### src/shared/osc_clock_pkg.sv
// Constants and types shared by the oscillator, clock-switch and watchdog logic
package osc_clock_pkg;
  // Register byte offsets on the bus
  localparam logic [7:0] OFF_CLOCK_MODE   = 8'h00;
  localparam logic [7:0] OFF_CRYSTAL_CTRL = 8'h04;
  localparam logic [7:0] OFF_MISC         = 8'h08;
  localparam logic [7:0] OFF_STATUS       = 8'h0c;
  localparam logic [7:0] OFF_COMMAND      = 8'h10;
  // Reset values
  localparam logic [7:0] CLOCK_MODE_RST   = 8'hf6;
  localparam logic [7:0] CRYSTAL_CTRL_RST = 8'h00;
  // Clock-mode field positions
  localparam int CM_RESET_PIN_BIT = 0;
  localparam int CM_WDT_EN_BIT    = 1;
  localparam int CM_LOW_RC_BIT    = 2;
  localparam int CM_HIGH_RC_BIT   = 4;
  localparam int CM_SEL_LSB       = 5;
  // Crystal control field positions
  localparam int XT_RANGE_LSB = 5;
  localparam int XT_EN_BIT    = 7;
  // Misc and command bits
  localparam int MISC_FAST_WAKE_BIT = 0;
  localparam int CMD_WDT_RESTART_BIT = 0;
  // Source select codes in the clock-mode select field
  localparam logic [2:0] SEL_CRYSTAL = 3'h5;
  localparam logic [2:0] SEL_LOW_A   = 3'h0;
  localparam logic [2:0] SEL_LOW_B   = 3'h6;
  localparam logic [2:0] SEL_LOW_C   = 3'h7;
  // Watchdog timeout in ticks
  localparam int WDT_LIMIT_DEF = 256;
  // Clock sources
  typedef enum logic [1:0] {
    SRC_LOW_RC  = 2'h0,
    SRC_HIGH_RC = 2'h1,
    SRC_CRYSTAL = 2'h2
  } src_type;
  // Glitch-free switch sequencer, one-hot
  typedef enum logic [3:0] {
    SW_IDLE = 4'h1,
    SW_OLD  = 4'h2,
    SW_NEW  = 4'h4,
    SW_HUNG = 4'h8
  } sw_type;
  // Halt modes
  typedef enum logic [1:0] {
    HALT_NONE = 2'h0,
    HALT_EXE  = 2'h1,
    HALT_SYS  = 2'h2
  } halt_type;
endpackage

### src/logic/osc_clock_switch_watchdog.sv
// Clock source selection, oscillator control, halts and watchdog behind an AHB-Lite slave
// How it works
// RULE_01: Switch first, disable old oscillator later.
// RULE_02: 0x36 selects high RC, low RC on.
// RULE_03: 0xA6 selects crystal, low RC on.
// RULE_04: 0x50 kills old source, processor hangs.
// RULE_05: No crystal check; unstable crystal hangs.
// RULE_06: Software waits after crystal enable.
// RULE_07: Crystal bits 6:5 pick drive range.
// RULE_08: Crystal bit 7 enables crystal oscillator.
// RULE_09: Software sets crystal pins analog input.
// RULE_10: Clock-mode bit 0 enables reset pin.
// RULE_11: Clock-mode bit 1 clear stops watchdog.
// RULE_12: Watchdog stops when low RC off; with fast wake-up on it keeps counting on the system clock.
// RULE_13: Watchdog runs through halts, resets chip.
// RULE_14: Watchdog clock: low RC or system.
// RULE_15: Software orders watchdog and fast wake-up.
// RULE_16: Full halt stops clocks and oscillators; low RC stays on while it and the watchdog are enabled.
// RULE_17: Processor halt gates core, oscillators run.
// RULE_18: Source change is glitch-free, core gated.
module osc_clock_switch_watchdog #(
  parameter int WDT_LIMIT = osc_clock_pkg::WDT_LIMIT_DEF
) (
  // Clock, reset, enable
  input  wire logic        hclk,
  input  wire logic        hresetn,
  input  wire logic        ce,
  // AHB-Lite slave
  input  wire logic        hsel,
  input  wire logic [31:0] haddr,
  input  wire logic [1:0]  htrans,
  input  wire logic        hwrite,
  input  wire logic [2:0]  hsize,
  input  wire logic [31:0] hwdata,
  input  wire logic        hready,
  output logic             hreadyout,
  output logic             hresp,
  output logic [31:0]      hrdata,
  // Core halt and wake events
  input  wire logic        halt_sys,
  input  wire logic        halt_exe,
  input  wire logic        wake_event,
  // Pins and oscillator status
  input  wire logic        port_a_bit5,
  input  wire logic        low_rc_osc_clk,
  input  wire logic        crystal_osc_ok,
  // Oscillator and clock control
  output logic             low_rc_osc_en,
  output logic             high_rc_osc_en,
  output logic             crystal_osc_en,
  output logic [1:0]       crystal_range,
  output logic [1:0]       sys_src,
  output logic [2:0]       sys_sel,
  output logic             core_clk_en,
  // Reset requests
  output logic             ext_reset_req,
  output logic             wdt_reset_req
);
  // Whole-module state
  typedef struct packed {
    logic [7:0]  clock_mode_reg;       // Software clock-mode register
    logic [7:0]  crystal_osc_ctrl_reg; // Crystal control register
    logic        fast_wake;            // Fast wake-up enable
    logic        wr_pend;              // Write data phase pending
    logic [7:0]  wr_addr;              // Captured write offset
    logic [31:0] rdata;                // Read data for the data phase
    logic        ready;                // Slave ready
    logic [1:0]  rst_sync;             // Reset pin synchroniser
    logic [2:0]  lrc_sync;             // Low RC clock sync plus edge stage
    logic [1:0]  xok_sync;             // Crystal-ok synchroniser
    osc_clock_pkg::sw_type   sw;       // Switch sequencer
    osc_clock_pkg::src_type  cur_src;  // Source driving the core
    osc_clock_pkg::src_type  new_src;  // Source being switched to
    osc_clock_pkg::halt_type halt;     // Halt mode
    logic        wdt_restart;          // Watchdog restart pulse
    logic        core_en;              // Core clock gate
    logic        lrc_en;               // Low RC enable out
    logic        hrc_en;               // High RC enable out
    logic        xtal_en;              // Crystal enable out
    logic        ext_rst;              // Reset pin request
  } top_state_type;

  top_state_type st_ff;
  top_state_type nxt_st;
  logic          wdt_tick;     // Watchdog tick this cycle
  logic          wdt_run;      // Watchdog may count
  logic          wdt_timeout;  // Watchdog expiry pulse
  logic          addr_phase;   // Valid address phase
  logic          old_running;  // Outgoing source oscillates
  logic          new_running;  // Incoming source oscillates

  // Map a select field to its source
  function automatic osc_clock_pkg::src_type src_of(input logic [2:0] sel);
    osc_clock_pkg::src_type s;
    s = osc_clock_pkg::SRC_HIGH_RC;
    if (sel == osc_clock_pkg::SEL_CRYSTAL) begin
      s = osc_clock_pkg::SRC_CRYSTAL;
    end else if (sel == osc_clock_pkg::SEL_LOW_A || sel == osc_clock_pkg::SEL_LOW_B
                 || sel == osc_clock_pkg::SEL_LOW_C) begin
      s = osc_clock_pkg::SRC_LOW_RC;
    end
    return s;
  endfunction

  // Whether a source oscillates under the current register settings
  function automatic logic running(input osc_clock_pkg::src_type s, input top_state_type t);
    logic r;
    case (s)
      osc_clock_pkg::SRC_LOW_RC:  r = t.clock_mode_reg[osc_clock_pkg::CM_LOW_RC_BIT];
      osc_clock_pkg::SRC_HIGH_RC: r = t.clock_mode_reg[osc_clock_pkg::CM_HIGH_RC_BIT];
      // RULE_05 no settle check
      osc_clock_pkg::SRC_CRYSTAL: r = t.crystal_osc_ctrl_reg[osc_clock_pkg::XT_EN_BIT]
                                      && t.xok_sync[1];
      default:                    r = 1'b0;
    endcase
    return r;
  endfunction

  assign addr_phase  = hsel && htrans[1] && hready;
  assign old_running = running(st_ff.cur_src, st_ff);
  assign new_running = running(st_ff.new_src, st_ff);

  // Watchdog source and gating
  always_comb begin
    // RULE_14 source by wake mode
    wdt_tick = st_ff.fast_wake ? 1'b1 : (st_ff.lrc_sync[1] && !st_ff.lrc_sync[2]);
    // RULE_11 RULE_12 watchdog gating
    wdt_run  = st_ff.clock_mode_reg[osc_clock_pkg::CM_WDT_EN_BIT]
               && (st_ff.fast_wake || st_ff.clock_mode_reg[osc_clock_pkg::CM_LOW_RC_BIT]);
  end

  // Next-state logic for bus, registers, switch and halts
  always_comb begin
    nxt_st = st_ff;
    nxt_st.wdt_restart = 1'b0;
    nxt_st.ready = 1'b1;
    // Synchronisers: first stage only feeds the second
    nxt_st.rst_sync = {st_ff.rst_sync[0], port_a_bit5};
    nxt_st.lrc_sync = {st_ff.lrc_sync[1:0], low_rc_osc_clk};
    nxt_st.xok_sync = {st_ff.xok_sync[0], crystal_osc_ok};

    // Write data phase
    if (st_ff.wr_pend) begin
      case (st_ff.wr_addr)
        // RULE_02 RULE_03 mode write
        osc_clock_pkg::OFF_CLOCK_MODE:   nxt_st.clock_mode_reg = hwdata[7:0];
        // RULE_07 RULE_08 crystal control
        osc_clock_pkg::OFF_CRYSTAL_CTRL: nxt_st.crystal_osc_ctrl_reg = hwdata[7:0];
        osc_clock_pkg::OFF_MISC: begin
          nxt_st.fast_wake = hwdata[osc_clock_pkg::MISC_FAST_WAKE_BIT];
        end
        osc_clock_pkg::OFF_COMMAND: begin
          nxt_st.wdt_restart = hwdata[osc_clock_pkg::CMD_WDT_RESTART_BIT];
        end
        default: ; // Unmapped or read-only: ignored
      endcase
    end

    // Address phase: capture writes, prepare reads
    nxt_st.wr_pend = addr_phase && hwrite;
    if (addr_phase) begin
      nxt_st.wr_addr = haddr[7:0];
    end
    nxt_st.rdata = 32'h0;
    if (addr_phase && !hwrite && haddr[31:8] == 24'h0) begin
      case (haddr[7:0])
        osc_clock_pkg::OFF_CLOCK_MODE:   nxt_st.rdata[7:0] = st_ff.clock_mode_reg;
        osc_clock_pkg::OFF_CRYSTAL_CTRL: nxt_st.rdata[7:0] = st_ff.crystal_osc_ctrl_reg;
        osc_clock_pkg::OFF_MISC:         nxt_st.rdata[0] = st_ff.fast_wake;
        osc_clock_pkg::OFF_STATUS: begin
          nxt_st.rdata[3:0] = st_ff.sw;
          nxt_st.rdata[5:4] = st_ff.cur_src;
          nxt_st.rdata[7:6] = st_ff.halt;
          nxt_st.rdata[8]   = st_ff.xok_sync[1];
        end
        default: ; // Unmapped reads return zero
      endcase
    end

    // Switch sequencer
    case (st_ff.sw)
      osc_clock_pkg::SW_IDLE: begin
        // RULE_18 start glitch-free switch
        if (src_of(st_ff.clock_mode_reg[7:5]) != st_ff.cur_src) begin
          nxt_st.new_src = src_of(st_ff.clock_mode_reg[7:5]);
          nxt_st.sw      = osc_clock_pkg::SW_OLD;
        end
      end
      osc_clock_pkg::SW_OLD: begin
        // RULE_04 old source gone hangs
        if (old_running) begin
          nxt_st.sw = osc_clock_pkg::SW_NEW;
        end else begin
          nxt_st.sw = osc_clock_pkg::SW_HUNG;
        end
      end
      osc_clock_pkg::SW_NEW: begin
        // RULE_05 unstable crystal hangs
        if (new_running) begin
          nxt_st.cur_src = st_ff.new_src;
          nxt_st.sw      = osc_clock_pkg::SW_IDLE;
        end else begin
          nxt_st.sw = osc_clock_pkg::SW_HUNG;
        end
      end
      osc_clock_pkg::SW_HUNG: ; // Only a reset leaves this state
      default: nxt_st.sw = osc_clock_pkg::SW_HUNG;
    endcase

    // Halt entry and wake; halt wins over wake in one cycle
    if (halt_sys) begin
      nxt_st.halt = osc_clock_pkg::HALT_SYS;
    end else if (halt_exe) begin
      nxt_st.halt = osc_clock_pkg::HALT_EXE;
    end else if (wake_event) begin
      nxt_st.halt = osc_clock_pkg::HALT_NONE;
    end

    // Core clock gate: off while switching, hung or halted
    // RULE_17 RULE_18 core gating
    nxt_st.core_en = nxt_st.sw == osc_clock_pkg::SW_IDLE
                     && nxt_st.halt == osc_clock_pkg::HALT_NONE;

    // Oscillator enables; full halt stops them, low RC kept only for watchdog
    // RULE_16 full halt stops oscillators
    if (nxt_st.halt == osc_clock_pkg::HALT_SYS) begin
      nxt_st.hrc_en  = 1'b0;
      nxt_st.xtal_en = 1'b0;
      nxt_st.lrc_en  = nxt_st.clock_mode_reg[osc_clock_pkg::CM_LOW_RC_BIT]
                       && nxt_st.clock_mode_reg[osc_clock_pkg::CM_WDT_EN_BIT];
    end else begin
      nxt_st.hrc_en  = nxt_st.clock_mode_reg[osc_clock_pkg::CM_HIGH_RC_BIT];
      nxt_st.xtal_en = nxt_st.crystal_osc_ctrl_reg[osc_clock_pkg::XT_EN_BIT];
      nxt_st.lrc_en  = nxt_st.clock_mode_reg[osc_clock_pkg::CM_LOW_RC_BIT];
    end

    // RULE_10 reset pin, no pull-up
    nxt_st.ext_rst = st_ff.clock_mode_reg[osc_clock_pkg::CM_RESET_PIN_BIT]
                     && !st_ff.rst_sync[1];
  end

  // Register everything; clock enable freezes all state
  always_ff @(posedge hclk or negedge hresetn) begin
    if (!hresetn) begin
      st_ff                      <= '0;
      st_ff.clock_mode_reg       <= osc_clock_pkg::CLOCK_MODE_RST;
      st_ff.crystal_osc_ctrl_reg <= osc_clock_pkg::CRYSTAL_CTRL_RST;
      st_ff.sw                   <= osc_clock_pkg::SW_IDLE;
      st_ff.cur_src              <= osc_clock_pkg::SRC_LOW_RC;
      st_ff.new_src              <= osc_clock_pkg::SRC_LOW_RC;
      st_ff.halt                 <= osc_clock_pkg::HALT_NONE;
      st_ff.ready                <= 1'b1;
      st_ff.core_en              <= 1'b1;
      st_ff.lrc_en               <= 1'b1;
      st_ff.hrc_en               <= 1'b1;
      st_ff.rst_sync             <= 2'h3;
    end else if (ce) begin
      st_ff <= nxt_st;
    end
  end

  // Watchdog counter
  osc_watchdog #(
    .LIMIT (WDT_LIMIT)
  ) u_wdt (
    .hclk       (hclk),
    .hresetn    (hresetn),
    .ce         (ce),
    .run        (wdt_run),
    .tick       (wdt_tick),
    .restart    (st_ff.wdt_restart),
    .timeout_ff (wdt_timeout)
  );

  // Outputs, all from flip-flops except hresp, tied low
  assign hreadyout      = st_ff.ready;
  assign hresp          = 1'b0;
  assign hrdata         = st_ff.rdata;
  assign low_rc_osc_en  = st_ff.lrc_en;
  assign high_rc_osc_en = st_ff.hrc_en;
  assign crystal_osc_en = st_ff.xtal_en;
  assign crystal_range  = st_ff.crystal_osc_ctrl_reg[osc_clock_pkg::XT_RANGE_LSB +: 2];
  assign sys_src        = st_ff.cur_src;
  assign sys_sel        = st_ff.clock_mode_reg[osc_clock_pkg::CM_SEL_LSB +: 3];
  assign core_clk_en    = st_ff.core_en;
  assign ext_reset_req  = st_ff.ext_rst;
  assign wdt_reset_req  = wdt_timeout;

  a_dead_old_hangs: assert property (@(posedge hclk) disable iff (!hresetn) // RULE_04
    ce && st_ff.sw == osc_clock_pkg::SW_OLD && !old_running
    |=> st_ff.sw == osc_clock_pkg::SW_HUNG ##1 !core_clk_en)
    else $error("dead outgoing source did not hang the switch");

  a_unstable_xtal: assert property (@(posedge hclk) disable iff (!hresetn) // RULE_05
    ce && st_ff.sw == osc_clock_pkg::SW_NEW && !new_running
    |=> st_ff.sw == osc_clock_pkg::SW_HUNG)
    else $error("unstable new source did not hang");

  a_switch_gated: assert property (@(posedge hclk) disable iff (!hresetn) // RULE_18
    st_ff.sw != osc_clock_pkg::SW_IDLE |-> !core_clk_en)
    else $error("core clock enabled during a source switch");

  a_pin_reset: assert property (@(posedge hclk) disable iff (!hresetn) // RULE_10
    ce && st_ff.clock_mode_reg[osc_clock_pkg::CM_RESET_PIN_BIT] && !st_ff.rst_sync[1]
    |=> ext_reset_req)
    else $error("reset pin low not forwarded");

  a_sys_halt_stops: assert property (@(posedge hclk) disable iff (!hresetn) // RULE_16
    ce && halt_sys |=> !core_clk_en && !high_rc_osc_en && !crystal_osc_en)
    else $error("full halt left clocks running");

  a_exe_halt_keeps: assert property (@(posedge hclk) disable iff (!hresetn) // RULE_17
    st_ff.halt == osc_clock_pkg::HALT_EXE
    |-> !core_clk_en && high_rc_osc_en == st_ff.clock_mode_reg[osc_clock_pkg::CM_HIGH_RC_BIT])
    else $error("processor halt disturbed oscillators");

  a_fast_wake_src: assert property (@(posedge hclk) disable iff (!hresetn) // RULE_14
    st_ff.fast_wake && st_ff.clock_mode_reg[osc_clock_pkg::CM_WDT_EN_BIT] |-> wdt_tick && wdt_run)
    else $error("fast wake-up watchdog not on system clock");

  a_xtal_write: assert property (@(posedge hclk) disable iff (!hresetn) // RULE_07
    ce && st_ff.wr_pend && st_ff.wr_addr == osc_clock_pkg::OFF_CRYSTAL_CTRL && !halt_sys
    && st_ff.halt != osc_clock_pkg::HALT_SYS
    |=> crystal_range == $past(hwdata[6:5]) && crystal_osc_en == $past(hwdata[7]))
    else $error("crystal control write not applied");
endmodule // osc_clock_switch_watchdog

### src/logic/osc_watchdog.sv
// Watchdog counter with restart and one-cycle timeout pulse
module osc_watchdog #(
  parameter int LIMIT = osc_clock_pkg::WDT_LIMIT_DEF,
  parameter int CW    = 16
) (
  // Clock and reset
  input  wire logic hclk,
  input  wire logic hresetn,
  input  wire logic ce,
  // Control
  input  wire logic run,
  input  wire logic tick,
  input  wire logic restart,
  // Result
  output logic      timeout_ff
);
  // Refuse limits the counter cannot hold
  if (LIMIT < 2 || LIMIT >= (1 << CW)) begin : g_bad_limit
    $error("watchdog limit out of range");
  end

  localparam logic [CW-1:0] LAST = CW'(LIMIT - 1);

  // All state of the counter
  typedef struct packed {
    logic [CW-1:0] count;   // Ticks since last restart or expiry
    logic          timeout; // Expiry pulse
  } wdt_state_type;

  wdt_state_type st_ff;
  wdt_state_type nxt_st;

  // Count ticks while running; halts do not stop it
  always_comb begin
    nxt_st = st_ff;
    nxt_st.timeout = 1'b0;
    if (restart) begin
      nxt_st.count = '0;
    // RULE_13 counts through halts
    end else if (run && tick) begin
      if (st_ff.count == LAST) begin
        nxt_st.count   = '0;
        nxt_st.timeout = 1'b1;
      end else begin
        nxt_st.count = st_ff.count + 1'b1;
      end
    end
  end

  // Register the state; clock enable freezes it
  always_ff @(posedge hclk or negedge hresetn) begin
    if (!hresetn) begin
      st_ff <= '0;
    end else if (ce) begin
      st_ff <= nxt_st;
    end
  end

  assign timeout_ff = st_ff.timeout;

  a_wdt_expiry: assert property (@(posedge hclk) disable iff (!hresetn) // RULE_13
    ce && run && tick && !restart && st_ff.count == LAST |=> timeout_ff)
    else $error("watchdog did not expire at its limit");

  a_wdt_frozen: assert property (@(posedge hclk) disable iff (!hresetn) // RULE_12
    ce && !run && !restart |=> $stable(st_ff.count))
    else $error("stopped watchdog kept counting");
endmodule // osc_watchdog

### config.mk
export PLATFORM = sky130hd
export DESIGN_NAME = osc_clock_switch_watchdog
export DESIGN_NICKNAME = d
export VERILOG_FILES = /design/src/shared/osc_clock_pkg.sv /design/src/logic/osc_clock_switch_watchdog.sv /design/src/logic/osc_watchdog.sv
export SDC_FILE = /design/constraint.sdc
export NUM_CORES = 1
export LEC_CHECK = 0
export BUFFER_PORTS_ARGS = -buffer_cell sky130_fd_sc_hd__buf_2
export CORE_MARGIN = 5
export CORE_UTILIZATION = 35
export CTS_CLUSTER_SIZE = 20
export DETAILED_ROUTE_END_ITERATION = 16
export SYNTH_ARGS = -nofsm -noshare
export SYNTH_HDL_FRONTEND = slang
export SYNTH_HIERARCHICAL = 1
export SYNTH_SLANG_ARGS = --single-unit
export TNS_END_PERCENT = 1
### constraint.sdc
create_clock -name hclk -period 1.8 [get_ports hclk]
set_clock_uncertainty 0.05 [all_clocks]
set_input_delay 0.18 -clock hclk [delete_from_list [all_inputs] [get_ports hclk]]
set_output_delay 0.18 -clock hclk [all_outputs]
set_load 0.03 [all_outputs]
Word-level counts from Yosys, hierarchy flattened:

Index checks and enable logic that the tools add are counted.

* output and inout bits: 47
* register bits: 75
* input bits: 81
* logic and storage cells: 107

* multiplexer cells: 29
* $add $sub $neg: 1
* reductions and logical operators: 33
* equality and inequality tests: 21

Operators with widths (number)
* 16-bit 2-to-1 mux: 2
* 8-bit by 4-bit == test with 1-bit output (second input constant): 3
* 24-bit logical NOT: 1
* 7-bit one-hot mux with 3 select lines: 1
* 17-bit 2-to-1 mux: 1
* 16-bit by 1-bit adder with 16-bit output (second input constant): 1
* 16-bit by 8-bit == test with 1-bit output (second input constant): 1
* 8-bit by 3-bit == test with 1-bit output (second input constant): 2
* 8-bit logical NOT: 2
* 4-bit one-hot mux with 4 select lines: 1
* 3-bit AND reduction: 5
* 14-bit 2-to-1 mux: 1
* 1-bit logical AND: 12
* 4-bit 2-to-1 mux: 3
* 2-bit 2-to-1 mux: 5
* 3-bit == test (second input constant): 3
* 9-bit 2-to-1 mux: 1
* 4-bit by 1-bit == test with 1-bit output (second input constant): 2
* 8-bit by 5-bit == test with 1-bit output (second input constant): 1
* 1-bit 2-to-1 mux: 8
* 8-bit 2-to-1 mux: 1
* 2-bit == test (second input constant): 3
* 2-bit logical NOT: 3
* 1-bit one-hot mux with 3 select lines: 2
* other kinds (13): 19

Longest topological paths before layout:

Gate-level depths: netlist of the first run.

* depth in word-level cells: 11
* gate-level depth with buffers: 7
* gate-level depth less buffers: 6

Modules after synthesis:

Netlist of the first run, hierarchy kept.

By module, submodules not included
* osc_clock_switch_watchdog: instances 1, area an instance 3195.6 µm², seq. area each 1466.4 µm², cells each 297
* osc_watchdog: instances 1, area an instance 1009.7 µm², seq. area each 425.4 µm², cells each 110

Least setup slack after synthesis of the first run:

No wires, ideal clock.

* path kind: register -> register
* from: reg st_ff[76] (netlist bit)
* to: reg u_wdt/st_ff[3] (netlist bit)
* arrival: 1581 ps
* clock period less this slack: 1768 ps
* library setup time: 136 ps
* required time: 1614 ps
* slack: 32 ps
* cell stages (with the launch flop): 7
* buffers on the path: 1
* cell sequence: dfstp_2 -> o21a_1 -> a21o_1 -> clkbuf_1 -> nand2_1 -> a21oi_1 -> nor2_1

* word-level cells in the longest chain between the ends: 5

RTL lines
* from (decl): line osc_clock_switch_watchdog.sv:83 `top_state_type st_ff;`
* from (signal assigned): line osc_clock_switch_watchdog.sv:258 `st_ff <= nxt_st;`
* 1-bit logical OR: line osc_clock_switch_watchdog.sv:129 `&& (st_ff.fast_wake || st_ff.clock_mode_reg[osc_clock_pkg::CM_LOW_RC_BIT]);`
* 1-bit logical AND: line osc_clock_switch_watchdog.sv:129
* via wdt_run: line osc_clock_switch_watchdog.sv:86 `logic wdt_run;`
* 1-bit logical AND: line osc_watchdog.sv:40 `end else if (run && tick) begin`
* 2-bit nonzero test (no line)
* 2-bit AND reduction (no line)
* to (signal assigned): line osc_watchdog.sv:55 `st_ff <= nxt_st;`
* to (decl): line osc_watchdog.sv:30 `wdt_state_type st_ff;`

The timed path passes the listed nets, and every way through them passes these cells.
A chain may end at the register's enable or synchronous reset.

Final worst setup path of the first run:

* from: reg st_ff[75] (netlist bit)
* to: reg u_wdt/st_ff[11] (netlist bit)

* word-level cells in the longest chain between the ends: 4

RTL lines (line)
* 1-bit logical AND: osc_clock_switch_watchdog.sv:129
* via wdt_run: osc_clock_switch_watchdog.sv:86
* 1-bit logical AND: osc_watchdog.sv:40
* 2-bit nonzero test (no line)
* 2-bit AND reduction (no line)

The timed path passes the listed nets, and every way through them passes these cells.

==> impl_metrics.py, run 1 <==
metrics = {
    "final_layout": {
        "finalNetCount": 578,
        "syn_to_final_growth_pct": 20.9,
        "drive_gt1_share_pct": 39.7,
        "diodes": 0,
        "n_fill_cell": 1163,
    },
    "synth": {
        "synth_area_leaders": "dfrtp_1 (37%), mux2_2 (9.9%), dfstp_2 (7.5%)",
        "synthFlopType": "dfrtp_1",
        "synth_compound_area_share_pct": 11.5,
        "synth.top_cell.area_share_pct": 37.5,
        "synth_common_cells": "dfrtp_1 (63), buf_4 (41), mux2_2 (37), inv_1 (28), nor2_1 (19)",
        "synth-edff-count": 0,
        "synth-xor-area-share_pct": 1.67,
        "async_flop_share_pct": 100,
        "yosysMostFrequentCell": "dfrtp_1",
        "seq_area_frac_synth_pct": 45.0,
        "netlist_area_mm2": 0.00421,
        "synthSimpleGateAreaFrac_pct": 17.5,
        "yosys_warnings": 6,
        "synthMuxAreaShare_pct": 12.5,
        "syn_inst": 407,
        "synth_top_family_by_area": "simple AND/OR/NAND/NOR gates",
        "synth_adder_area_share_pct": 0.298,
        "synth_seq_cells": 75,
        "ys_types": 64,
        "synth_top_area_cell": "dfrtp_1",
        "syn_area_per_cell_um2": 10.3,
    },
    "worst_hold_path": {
        "whs_path_depth": 2,
        "holdPathEnd": "nxt_st[17]",
        "hp-start": "crystal_osc_ok",
        "hp-class": "input port to register",
    },
    "die": {
        "num_rows": 40,
        "die_w_um": 120,
        "start_util_pct": 35.3,
        "die_y_um": 120,
        "io_pins": 128,
        "coreArea_mm2": 0.0119,
        "die_area_mm2": 0.0143,
    },
    "setup_path": {
        "cp-end-kind": "register",
        "path_class": "register to register",
        "slowest_delay_ps": 530,
        "crit_buf_inv": 1,
        "cp_slowest_cell": "dfstp_2",
        "cp.required_ps": 2000,
        "critPathTopFamily": "simple AND/OR/NAND/NOR gates",
        "ff2ff_setup_slack_ps": 50,
        "path_depth": 5,
        "worstPathMaxFanout": 4,
        "r2r-end": "u_wdt/st_ff[11]",
        "worst_setup_path_start_kind": "register",
        "reg2reg_depth": 5,
        "r2r-start": "st_ff[75]",
        "path_cells": "o21a_1 > and4b_1 > inv_2 > or3b_2 > a31oi_1",
        "arrival_ps": 1950,
    },
    "power": {
        "totalPowerFinal_mw": 4.30,
        "intPower_mw": 3.13,
        "swShare_pct": 27.2,
        "p_leak_nw": 2.37,
        "p_seq_share_pct": 45.6,
        "comb_power_share_pct": 15.4,
        "power_switching_mw": 1.17,
        "power.clock.fraction_pct": 39.0,
        "power_density_mw_per_mm2": 846,
        "ir_worst_vdd_uv": 435,
    },
    "run": {
        "maxCapViolCount": 0,
    },
    "placed_design": {
        "port_buffers": 74,
        "dpl.hpwl_um": 7720,
        "preCtsSetupSlack_ps": -3.98,
        "gp_congestion": 0.908,
    },
    "detailed_routing": {
        "vias": 3316,
        "wl_per_cell_um": 15.8,
        "routed_wl_um": 10200,
        "ant_nets": 0,
        "drc": 0,
        "drt_iter0_markers": 151,
        "avgViaCountPerCell": 5.12,
        "first_pass_iters": 4,
    },
    "run_status": {
        "status": "complete, no violations",
    },
    "sta": {
        "hold_violations": 0,
        "clock.fmax_mhz": 572,
        "tightestPinTransition_ps": 563,
        "layout_min_cycle_time_ps": 1750,
        "slew_viol_final": 0,
        "slew_headroom_pct": 62.1,
        "setup_viol": 0,
        "worst_slack_ps": 51.6,
        "period_share_pct": 97.1,
    },
    "global_route": {
        "grt_pass1_wl_um": 16500,
        "antenna_found_initial": 0,
        "grt_max_degree": 76,
        "grt.overflow.total": 0,
        "gr-usage-all-layers_pct": 14.3,
        "first_global_vias": 3232,
    },
    "clocking": {
        "cts_root_buf": "clkbuf_16",
        "numCtsBuffers": 9,
        "insertion_delay_ps": 330,
        "cts_max_path_buffers": 2,
        "clkSlewWorstSetupHoldPaths_ps": 60,
        "cts.sinks": 75,
        "cts_tree": "yes",
        "cts.htree.levels": 3,
    },
}
## per-layer routing
layer | vias up | GRT usage [%] | routed length [µm]
li1 | 1592 | - | -
met3 | 8 | 2.92 | 598
met2 | 106 | 22.0 | 4860
met4 | 0 | 5.65 | 122
met1 | 1610 | 19.9 | 4660
met5 | - | 0 | 0
## what timing repair did
action | 4_1_cts | 5_1_grt
hold buffers | 1 | 0
endpoints found under the hold margin | 63 | 0
resized for setup | 0 | 8
setup endpoints to repair | 5 | 15
setup buffers | 1 | 0
pin swaps | 0 | 6
## how the worst max path moves through the flow
stage	startpoint	to	slack, ps
after floorplan	st_ff[76]	u_wdt/st_ff[3]	30
after global placement	u_wdt/st_ff[12]	u_wdt/st_ff[12]	-20
after detailed placement	u_wdt/st_ff[1]	u_wdt/st_ff[13]	-4
after CTS	st_ff[76]	u_wdt/st_ff[13]	7
after global routing	u_wdt/st_ff[12]	u_wdt/st_ff[16]	-30
final	st_ff[75]	u_wdt/st_ff[11]	50
## layout make-up
type                       count  area (µm²)  area share (%)
inverter                      28         105            2.07
clock buffer                  12         256            5.04
sequential                    75        1890            37.2
multi-input combinational    271        1960            38.5
tap                          147         184            3.62
timing repair buffer         111         663            13.0
clock inverter                 4        25.0           0.492
## power by group through the flow
stage          logic (mW)  registers [mW]  clock network (mW)
6_report            0.664            1.96                1.68
5_1_grt             0.728            1.98                1.81
4_1_cts             0.666            1.96                1.72
3_5_place_dp        0.662            1.99                   0
3_3_place_gp        0.643            1.98                   0
2_1_floorplan       0.450            1.98                   0
## flip-flops by register name, indices dropped and copies added, names as in the netlist
| name | flops |
|---|---|
| u_wdt/timeout_ff | 1 |
| ext_reset_req | 1 |
| st_ff | 33 |
| high_rc_osc_en | 1 |
| sys_src | 2 |
| u_wdt/st_ff | 16 |
| crystal_osc_en | 1 |
| low_rc_osc_en | 1 |
| nxt_st | 4 |
| core_clk_en | 1 |
| crystal_range | 2 |
| hrdata | 9 |
| sys_sel | 3 |
## cells in the final DEF, fill, tap and decap left out, drive strengths merged, types with 4 or more instances in the layout
cell type	Yosys	final
o22ai	14	14
dfstp	12	12
xor2	6	6
nor2b	4	4
and2	6	6
clkbuf	8	12
a31oi	12	12
dfrtp	63	63
nand2	17	17
mux2i	11	11
inv	28	28
buf	48	110
a21oi	10	10
o21ai	14	14
nor4	12	12
nor2	19	19
nor3	6	6
mux2	37	37
o211ai	4	4
conb	2	25
nand3	10	10
nand4	15	15
## cell families (layout without fill, tap and decap cells)
family / count (synthesis) / in the layout
and+or+nand+nor: 117 / 117
buffers and inverters: 84 / 155
DFF: 75 / 75
AOI/OAI and AO/OA: 72 / 72
muxes: 48 / 48
xor gates and xnor gates: 8 / 8
other: 2 / 25
adders and majority gates: 1 / 1
## stage by stage
step                std cells  area, µm²  hold slack (ps)  util (%)  setup TNS, ps
finish                    648       5090             37.6      42.7              0
global route              648       5090             43.0      42.7          -49.6
detailed placement        630       4750              202      39.9          -7.07
CTS                       648       5050             29.1      42.4              0
global placement          630       4750              193      39.9          -42.9
floorplan                 430       4290             -166         -              0
(Power assumes the default switching activity.)
==> run 2, diff against run 1 <==
--- a/config.mk
+++ b/config.mk
@@ -12,6 +12,5 @@
 export DETAILED_ROUTE_END_ITERATION = 16
 export SYNTH_ARGS = -nofsm -noshare
 export SYNTH_HDL_FRONTEND = slang
-export SYNTH_HIERARCHICAL = 1
 export SYNTH_SLANG_ARGS = --single-unit
 export TNS_END_PERCENT = 1
==> run 2 against run 1 <==
Effect of this change: the run now ends with negative setup slack left; final cell count is 6.3% lower; clock power increased by 14%; maximum frequency shrank 11%; critical path depth unchanged; wire length is 7.3% lower; highest routed layer unchanged; cell area fell by 4.0%; first-iteration DRC count down 25%.
==> impl_metrics.py, run 2 <==
metrics = {
    "run_status": {
        "status": "finished, violations left",
        "violations": "negative setup slack",
    },
    "clocking": {
        "cts.htree.levels": 3,
        "cts_root_buf": "clkbuf_16",
        "cts.sinks": 75,
        "insertion_delay_ps": 330,
        "cts_tree": "yes",
        "clkSlewWorstSetupHoldPaths_ps": 60,
        "cts_max_path_buffers": 2,
        "numCtsBuffers": 9,
    },
    "detailed_routing": {
        "routed_wl_um": 9490,
        "ant_nets": 0,
        "drc": 0,
        "first_pass_iters": 4,
        "vias": 3067,
        "drt_iter0_markers": 113,
        "wl_per_cell_um": 15.6,
        "avgViaCountPerCell": 5.05,
    },
    "sta": {
        "slew_viol_final": 0,
        "hold_violations": 0,
        "setup_viol": 11,
        "slew_headroom_pct": 62.3,
        "setup-tns-final_ps": -443,
        "layout_min_cycle_time_ps": 1960,
        "tightestPinTransition_ps": 565,
        "period_share_pct": 109,
        "worst_slack_ps": -156,
        "whs_ps": 24.5,
        "clock.fmax_mhz": 511,
        "rsz0062_at_grt": "true",
    },
    "power": {
        "power_switching_mw": 1.08,
        "power.clock.fraction_pct": 44.3,
        "swShare_pct": 24.9,
        "power_density_mw_per_mm2": 884,
        "p_seq_share_pct": 43.9,
        "intPower_mw": 3.24,
        "ir_worst_vdd_uv": 371,
        "comb_power_share_pct": 11.8,
        "totalPowerFinal_mw": 4.32,
        "p_leak_nw": 2.33,
    },
    "global_route": {
        "antenna_found_initial": 0,
        "gr-usage-all-layers_pct": 14.6,
        "grt_max_degree": 30,
        "grt.overflow.total": 0,
        "first_global_vias": 3152,
        "grt_pass1_wl_um": 15500,
    },
    "setup_path": {
        "arrival_ps": 2120,
        "path_cells": "xnor2_2 > mux2i_1 > o21ai_1 > or4_4 > mux2_4",
        "cp-end-kind": "register",
        "worst_setup_path_start_kind": "register",
        "path_class": "register to register",
        "cp.required_ps": 1970,
        "crit_buf_inv": 0,
        "slowest_delay_ps": 570,
        "cp_slowest_cell": "dfstp_2",
        "critPathTopFamily": "flip-flops",
        "worstPathMaxFanout": 3,
    },
    "final_layout": {
        "n_fill_cell": 1066,
        "largest_reg_flops": 33,
        "regMostFlops": "st_ff",
        "layout_common_cells": "buf_2 (74), dfrtp_1 (62), mux2_2 (34)",
        "layout_commonest_cell": "buf_2",
        "diodes": 0,
        "final_core_util_pct": 43.3,
        "finalNetCount": 541,
        "drive_gt1_share_pct": 38.1,
        "syn_to_final_growth_pct": 22.6,
    },
    "die": {
        "die_w_um": 117,
        "coreArea_mm2": 0.0113,
        "die_area_mm2": 0.0136,
        "start_util_pct": 35.3,
        "num_rows": 39,
        "die_y_um": 117,
        "io_pins": 128,
    },
    "synth": {
        "netlist_area_mm2": 0.00398,
        "synthFlopType": "dfrtp_1",
        "async_flop_share_pct": 100,
        "synth.top_cell.area_share_pct": 39.6,
        "synth-edff-count": 0,
        "ys_types": 52,
        "synth_common_cells": "dfrtp_1 (63), buf_4 (41), mux2_2 (34), nand2_1 (25), nor2_1 (23)",
        "synth_top_area_cell": "dfrtp_1",
        "synth_area_leaders": "dfrtp_1 (40%), mux2_2 (9.6%), dfstp_2 (7.9%)",
        "yosysMostFrequentCell": "dfrtp_1",
        "synth_seq_cells": 75,
        "syn_area_per_cell_um2": 10.7,
        "seq_area_frac_synth_pct": 47.5,
        "yosys_warnings": 0,
        "syn_inst": 371,
    },
    "placed_design": {
        "dpl.hpwl_um": 7060,
        "gp_congestion": 0.870,
        "port_buffers": 74,
    },
    "run": {
        "maxCapViolCount": 0,
    },
    "worst_hold_path": {
        "hp-class": "input port to register",
    },
}
==> run 2: cell count changes after synthesis, moves of 5 or more <==
cell,previous run,this run
o21ai_0,14,21
o2bb2ai_1,0,5
nand2_1,16,25
nand4_1,15,10
a31oi_1,12,2
xor2_1,6,11
a21oi_1,10,5
inv_1,28,12
o22ai_1,14,7
a22o_1,1,7
==> run 2: area by class of cell <==
cell class	instances	area (µm²)	share of cell area, %
sequential	75	1890	38.8
clock buffer	10	229	4.69
multi-input combinational	253	1790	36.6
inverter	13	48.8	0.999
clock inverter	6	90.1	1.84
timing repair buffer	107	659	13.5
tap	143	179	3.66
==> run 2: worst register-to-register path: cells and delay by family, from the launching register on <==
family / cells / cell delay (ps)
XOR/XNOR: 1 / 130
flip-flops: 1 / 570
AO/OA/AOI/OAI: 1 / 100
multiplexers: 2 / 530
AND/OR/NAND/NOR: 1 / 460
==> run 2: routing by layer <==
layer | routed length, µm | track usage, % | up-vias
met3 | 588 | 3.73 | 4
met5 | 0 | 0 | -
li1 | - | - | 1459
met1 | 4190 | 19.3 | 1491
met4 | 57 | 3.67 | 0
met2 | 4650 | 23.9 | 113
==> run 2: power groups by stage <==
| stage | clock network [mW] | registers [mW] | logic [mW] |
|---|---|---|---|
| global placement | 0 | 1.91 | 0.494 |
| floorplan | 0 | 1.90 | 0.345 |
| finish | 1.91 | 1.90 | 0.509 |
| CTS | 1.96 | 1.89 | 0.510 |
| detailed placement | 0 | 1.92 | 0.502 |
| global route | 2.04 | 1.91 | 0.565 |
==> run 2: repair_timing <==
| action | 4_1_cts | 5_1_grt |
|---|---|---|
| pin swaps | 1 | 4 |
| hold endpoints to repair | 15 | 0 |
| resized for setup | 5 | 2 |
| buffers inserted | 0 | 1 |
| setup endpoints to repair | 20 | 21 |
| hold buffers | 2 | 0 |
==> run 2: logic make-up after synthesis <==
kind of cell | synth area share [%]
compound gates | 10.5
xor+xnor | 2.86
fa+ha+maj | 0.314
buf+inv | 10.4
flops | 47.5
mux | 14.1
other cells | 0.189
simple gates | 14.1
==> run 2: worst paths after layout <==
path	slack, ps	endpoint	depth (start not counted)	start
worst max-delay path	-160	st_ff[9]	5	sys_sel[2]
worst min-delay path	20	nxt_st[17]	2	crystal_osc_ok
worst max register to register	-160	st_ff[9]	5	sys_sel[2]
worst min register to register	440	core_clk_en	2	core_clk_en
max in group asynchronous	750	st_ff[75]	3	hresetn
min in group asynchronous	330	st_ff[7]	2	hresetn
==> run 2: metrics by stage <==
step	worst slack, ps	instance area, µm²	std cells
after floorplan	-147	4070	394
after global placement	-146	4510	588
after detailed placement	-157	4510	588
after CTS	-158	4870	606
after global routing	-196	4880	607
final	-156	4880	607
==> run 3, diff against run 2 <==
--- a/config.mk
+++ b/config.mk
@@ -6,9 +6,9 @@
 export NUM_CORES = 1
 export LEC_CHECK = 0
 export BUFFER_PORTS_ARGS = -buffer_cell sky130_fd_sc_hd__buf_2
-export CORE_MARGIN = 5
 export CORE_UTILIZATION = 35
-export CTS_CLUSTER_SIZE = 20
+export CTS_BUF_LIST = sky130_fd_sc_hd__clkbuf_2
+export CTS_CLUSTER_SIZE = 12
 export DETAILED_ROUTE_END_ITERATION = 16
 export SYNTH_ARGS = -nofsm -noshare
 export SYNTH_HDL_FRONTEND = slang
==> run 3 against run 2 <==
Effect of this change: the flow still finishes with violations (negative setup slack); hold slack better by 70 ps; sequential power barely moved; utilization rose by 1.8 points; total power down 19%; largest power group is now sequential cells.
==> impl_metrics.py, run 3 (same netlist as run 2, synthesis figures left out) <==
metrics = {
    "run_status": {
        "status": "finished, violations left",
        "violations": "negative setup slack",
    },
    "run": {
        "maxCapViolCount": 0,
    },
    "global_route": {
        "top_usage_layer": "met2",
        "grt_max_degree": 49,
        "grt_pass1_wl_um": 14900,
        "grt.overflow.total": 0,
        "gr-usage-all-layers_pct": 16.4,
        "first_global_vias": 3094,
        "grt_use_met3_pct": 2.93,
        "antenna_found_initial": 0,
        "grtUsageMet1_pct": 22.6,
        "met2_usage_pct": 25.9,
    },
    "clocking": {
        "numCtsBuffers": 9,
        "clkSlewWorstSetupHoldPaths_ps": 220,
        "insertion_delay_ps": 500,
        "cts_tree": "yes",
        "cts.htree.levels": 3,
        "cts.sinks": 75,
        "cts_root_buf": "clkbuf_2",
        "cts_max_path_buffers": 2,
    },
    "final_layout": {
        "largest_reg_flops": 33,
        "syn_to_final_growth_pct": 24.5,
        "drive_gt1_share_pct": 37.5,
        "diodes": 0,
        "fin_area_mm2": 0.00496,
        "n_fill_cell": 1070,
        "layout_commonest_cell": "buf_2",
        "finalNetCount": 565,
        "layout_common_cells": "buf_2 (73), dfrtp_1 (62), mux2_2 (34)",
        "regMostFlops": "st_ff",
    },
    "setup_path": {
        "path_class": "register to register",
        "crit_buf_inv": 0,
        "worstPathMaxFanout": 3,
        "worst_setup_path_start_kind": "register",
        "cp.required_ps": 2150,
        "cp-end-kind": "register",
        "cp_slowest_cell": "dfstp_2",
        "path_cells": "xnor2_2 > mux2i_1 > o21ai_1 > or4_4 > mux2_4",
        "slowest_delay_ps": 610,
        "arrival_ps": 2300,
        "critPathTopFamily": "flip-flops",
        "ff2ff_setup_slack_ps": -150,
    },
    "placed_design": {
        "preCtsSetupSlack_ps": -152,
        "gp_congestion": 0.867,
        "placed_cell_area_mm2": 0.00448,
        "port_buffers": 74,
        "dpl.hpwl_um": 6550,
    },
    "detailed_routing": {
        "first_pass_iters": 4,
        "drt_iter0_markers": 160,
        "vias": 3133,
        "avgViaCountPerCell": 4.99,
        "drc": 0,
        "wl_per_cell_um": 14.4,
        "ant_nets": 0,
        "routed_wl_um": 9020,
    },
    "die": {
        "start_util_pct": 36.3,
        "coreArea_mm2": 0.0110,
        "die_w_um": 109,
        "io_pins": 128,
        "num_rows": 38,
        "die_y_um": 109,
        "die_area_mm2": 0.0118,
    },
    "worst_hold_path": {
        "hp-class": "input port to register",
    },
    "sta": {
        "rsz0062_at_grt": "true",
        "worst_slack_ps": -152,
        "period_share_pct": 108,
        "layout_min_cycle_time_ps": 1950,
        "tightestPinTransition_ps": 622,
        "slew_viol_final": 0,
        "clock.fmax_mhz": 512,
        "hold_violations": 0,
        "setup_viol": 6,
        "slew_headroom_pct": 58.5,
    },
    "power": {
        "power_density_mw_per_mm2": 708,
        "p_leak_nw": 2.36,
        "ir_worst_vdd_uv": 443,
    },
}
## run 3: cell count changes in the layout (fill, tap and decap cells not counted), sizes merged
cell / before / now
dlygate4sd3: 2 / 24
buf: 105 / 107
clkinvlp: 1 / 2
clkbuf: 10 / 9
## run 3: worst paths after layout
check / end / depth (start not counted) / startpoint
worst max register to register: st_ff[8] / 5 / sys_sel[2]
worst min register to register: high_rc_osc_en / 1 / high_rc_osc_en
worst max-delay path: st_ff[8] / 5 / sys_sel[2]
worst min-delay path: st_ff[59] / 2 / haddr[3]
max in group asynchronous: hrdata[0] / 3 / hresetn
min in group asynchronous: u_wdt.st_ff[9] / 3 / hresetn
## run 3: routing by layer
layer  wire (µm)  share of wire (%)  vias to the layer above
met5           0                  0                        -
met4         127                1.4                        0
met3         366                4.1                       11
met2        4190                 46                       93
met1        4340                 48                     1532
li1            -                  -                     1497
## run 3: area by class of cell
class	count	area [µm²]	area share (%)
clock buffers	9	45.0	0.908
well taps	140	175	3.53
flip-flops and latches	75	1890	38.2
inverters	13	48.8	0.984
repair buffers	131	883	17.8
multi-input cells	253	1820	36.7
clock inverters	7	92.6	1.87
## run 3: report_power, final
| group | switching, mW | leakage (nW) | internal [mW] |
|---|---|---|---|
| clock | 0.610 | 0.0755 | 0.454 |
| combinational | 0.294 | 1.32 | 0.257 |
| sequential | 0.0955 | 0.962 | 1.80 |
## run 3: metrics by stage
stage | hold WS, ps | utilization, % | cells | setup TNS (ps) | total power, mW
finish | 94.6 | 45.2 | 628 | -354 | 3.51
global route | 23.3 | 45.2 | 628 | -2100 | 3.70
CTS | 53.0 | 44.6 | 627 | -396 | 3.53
detailed placement | 184 | 40.8 | 586 | -745 | 2.41
global placement | 189 | 40.8 | 586 | -820 | 2.40
floorplan | -166 | - | 394 | -305 | 2.25
## run 3: timing repair
action,CTS,global route
endpoints found under the hold margin,99,0
pin swaps,4,0
buffers inserted,1,0
cloned,0,1
resized for setup,6,17
hold buffers,24,0
setup endpoints to repair,21,42
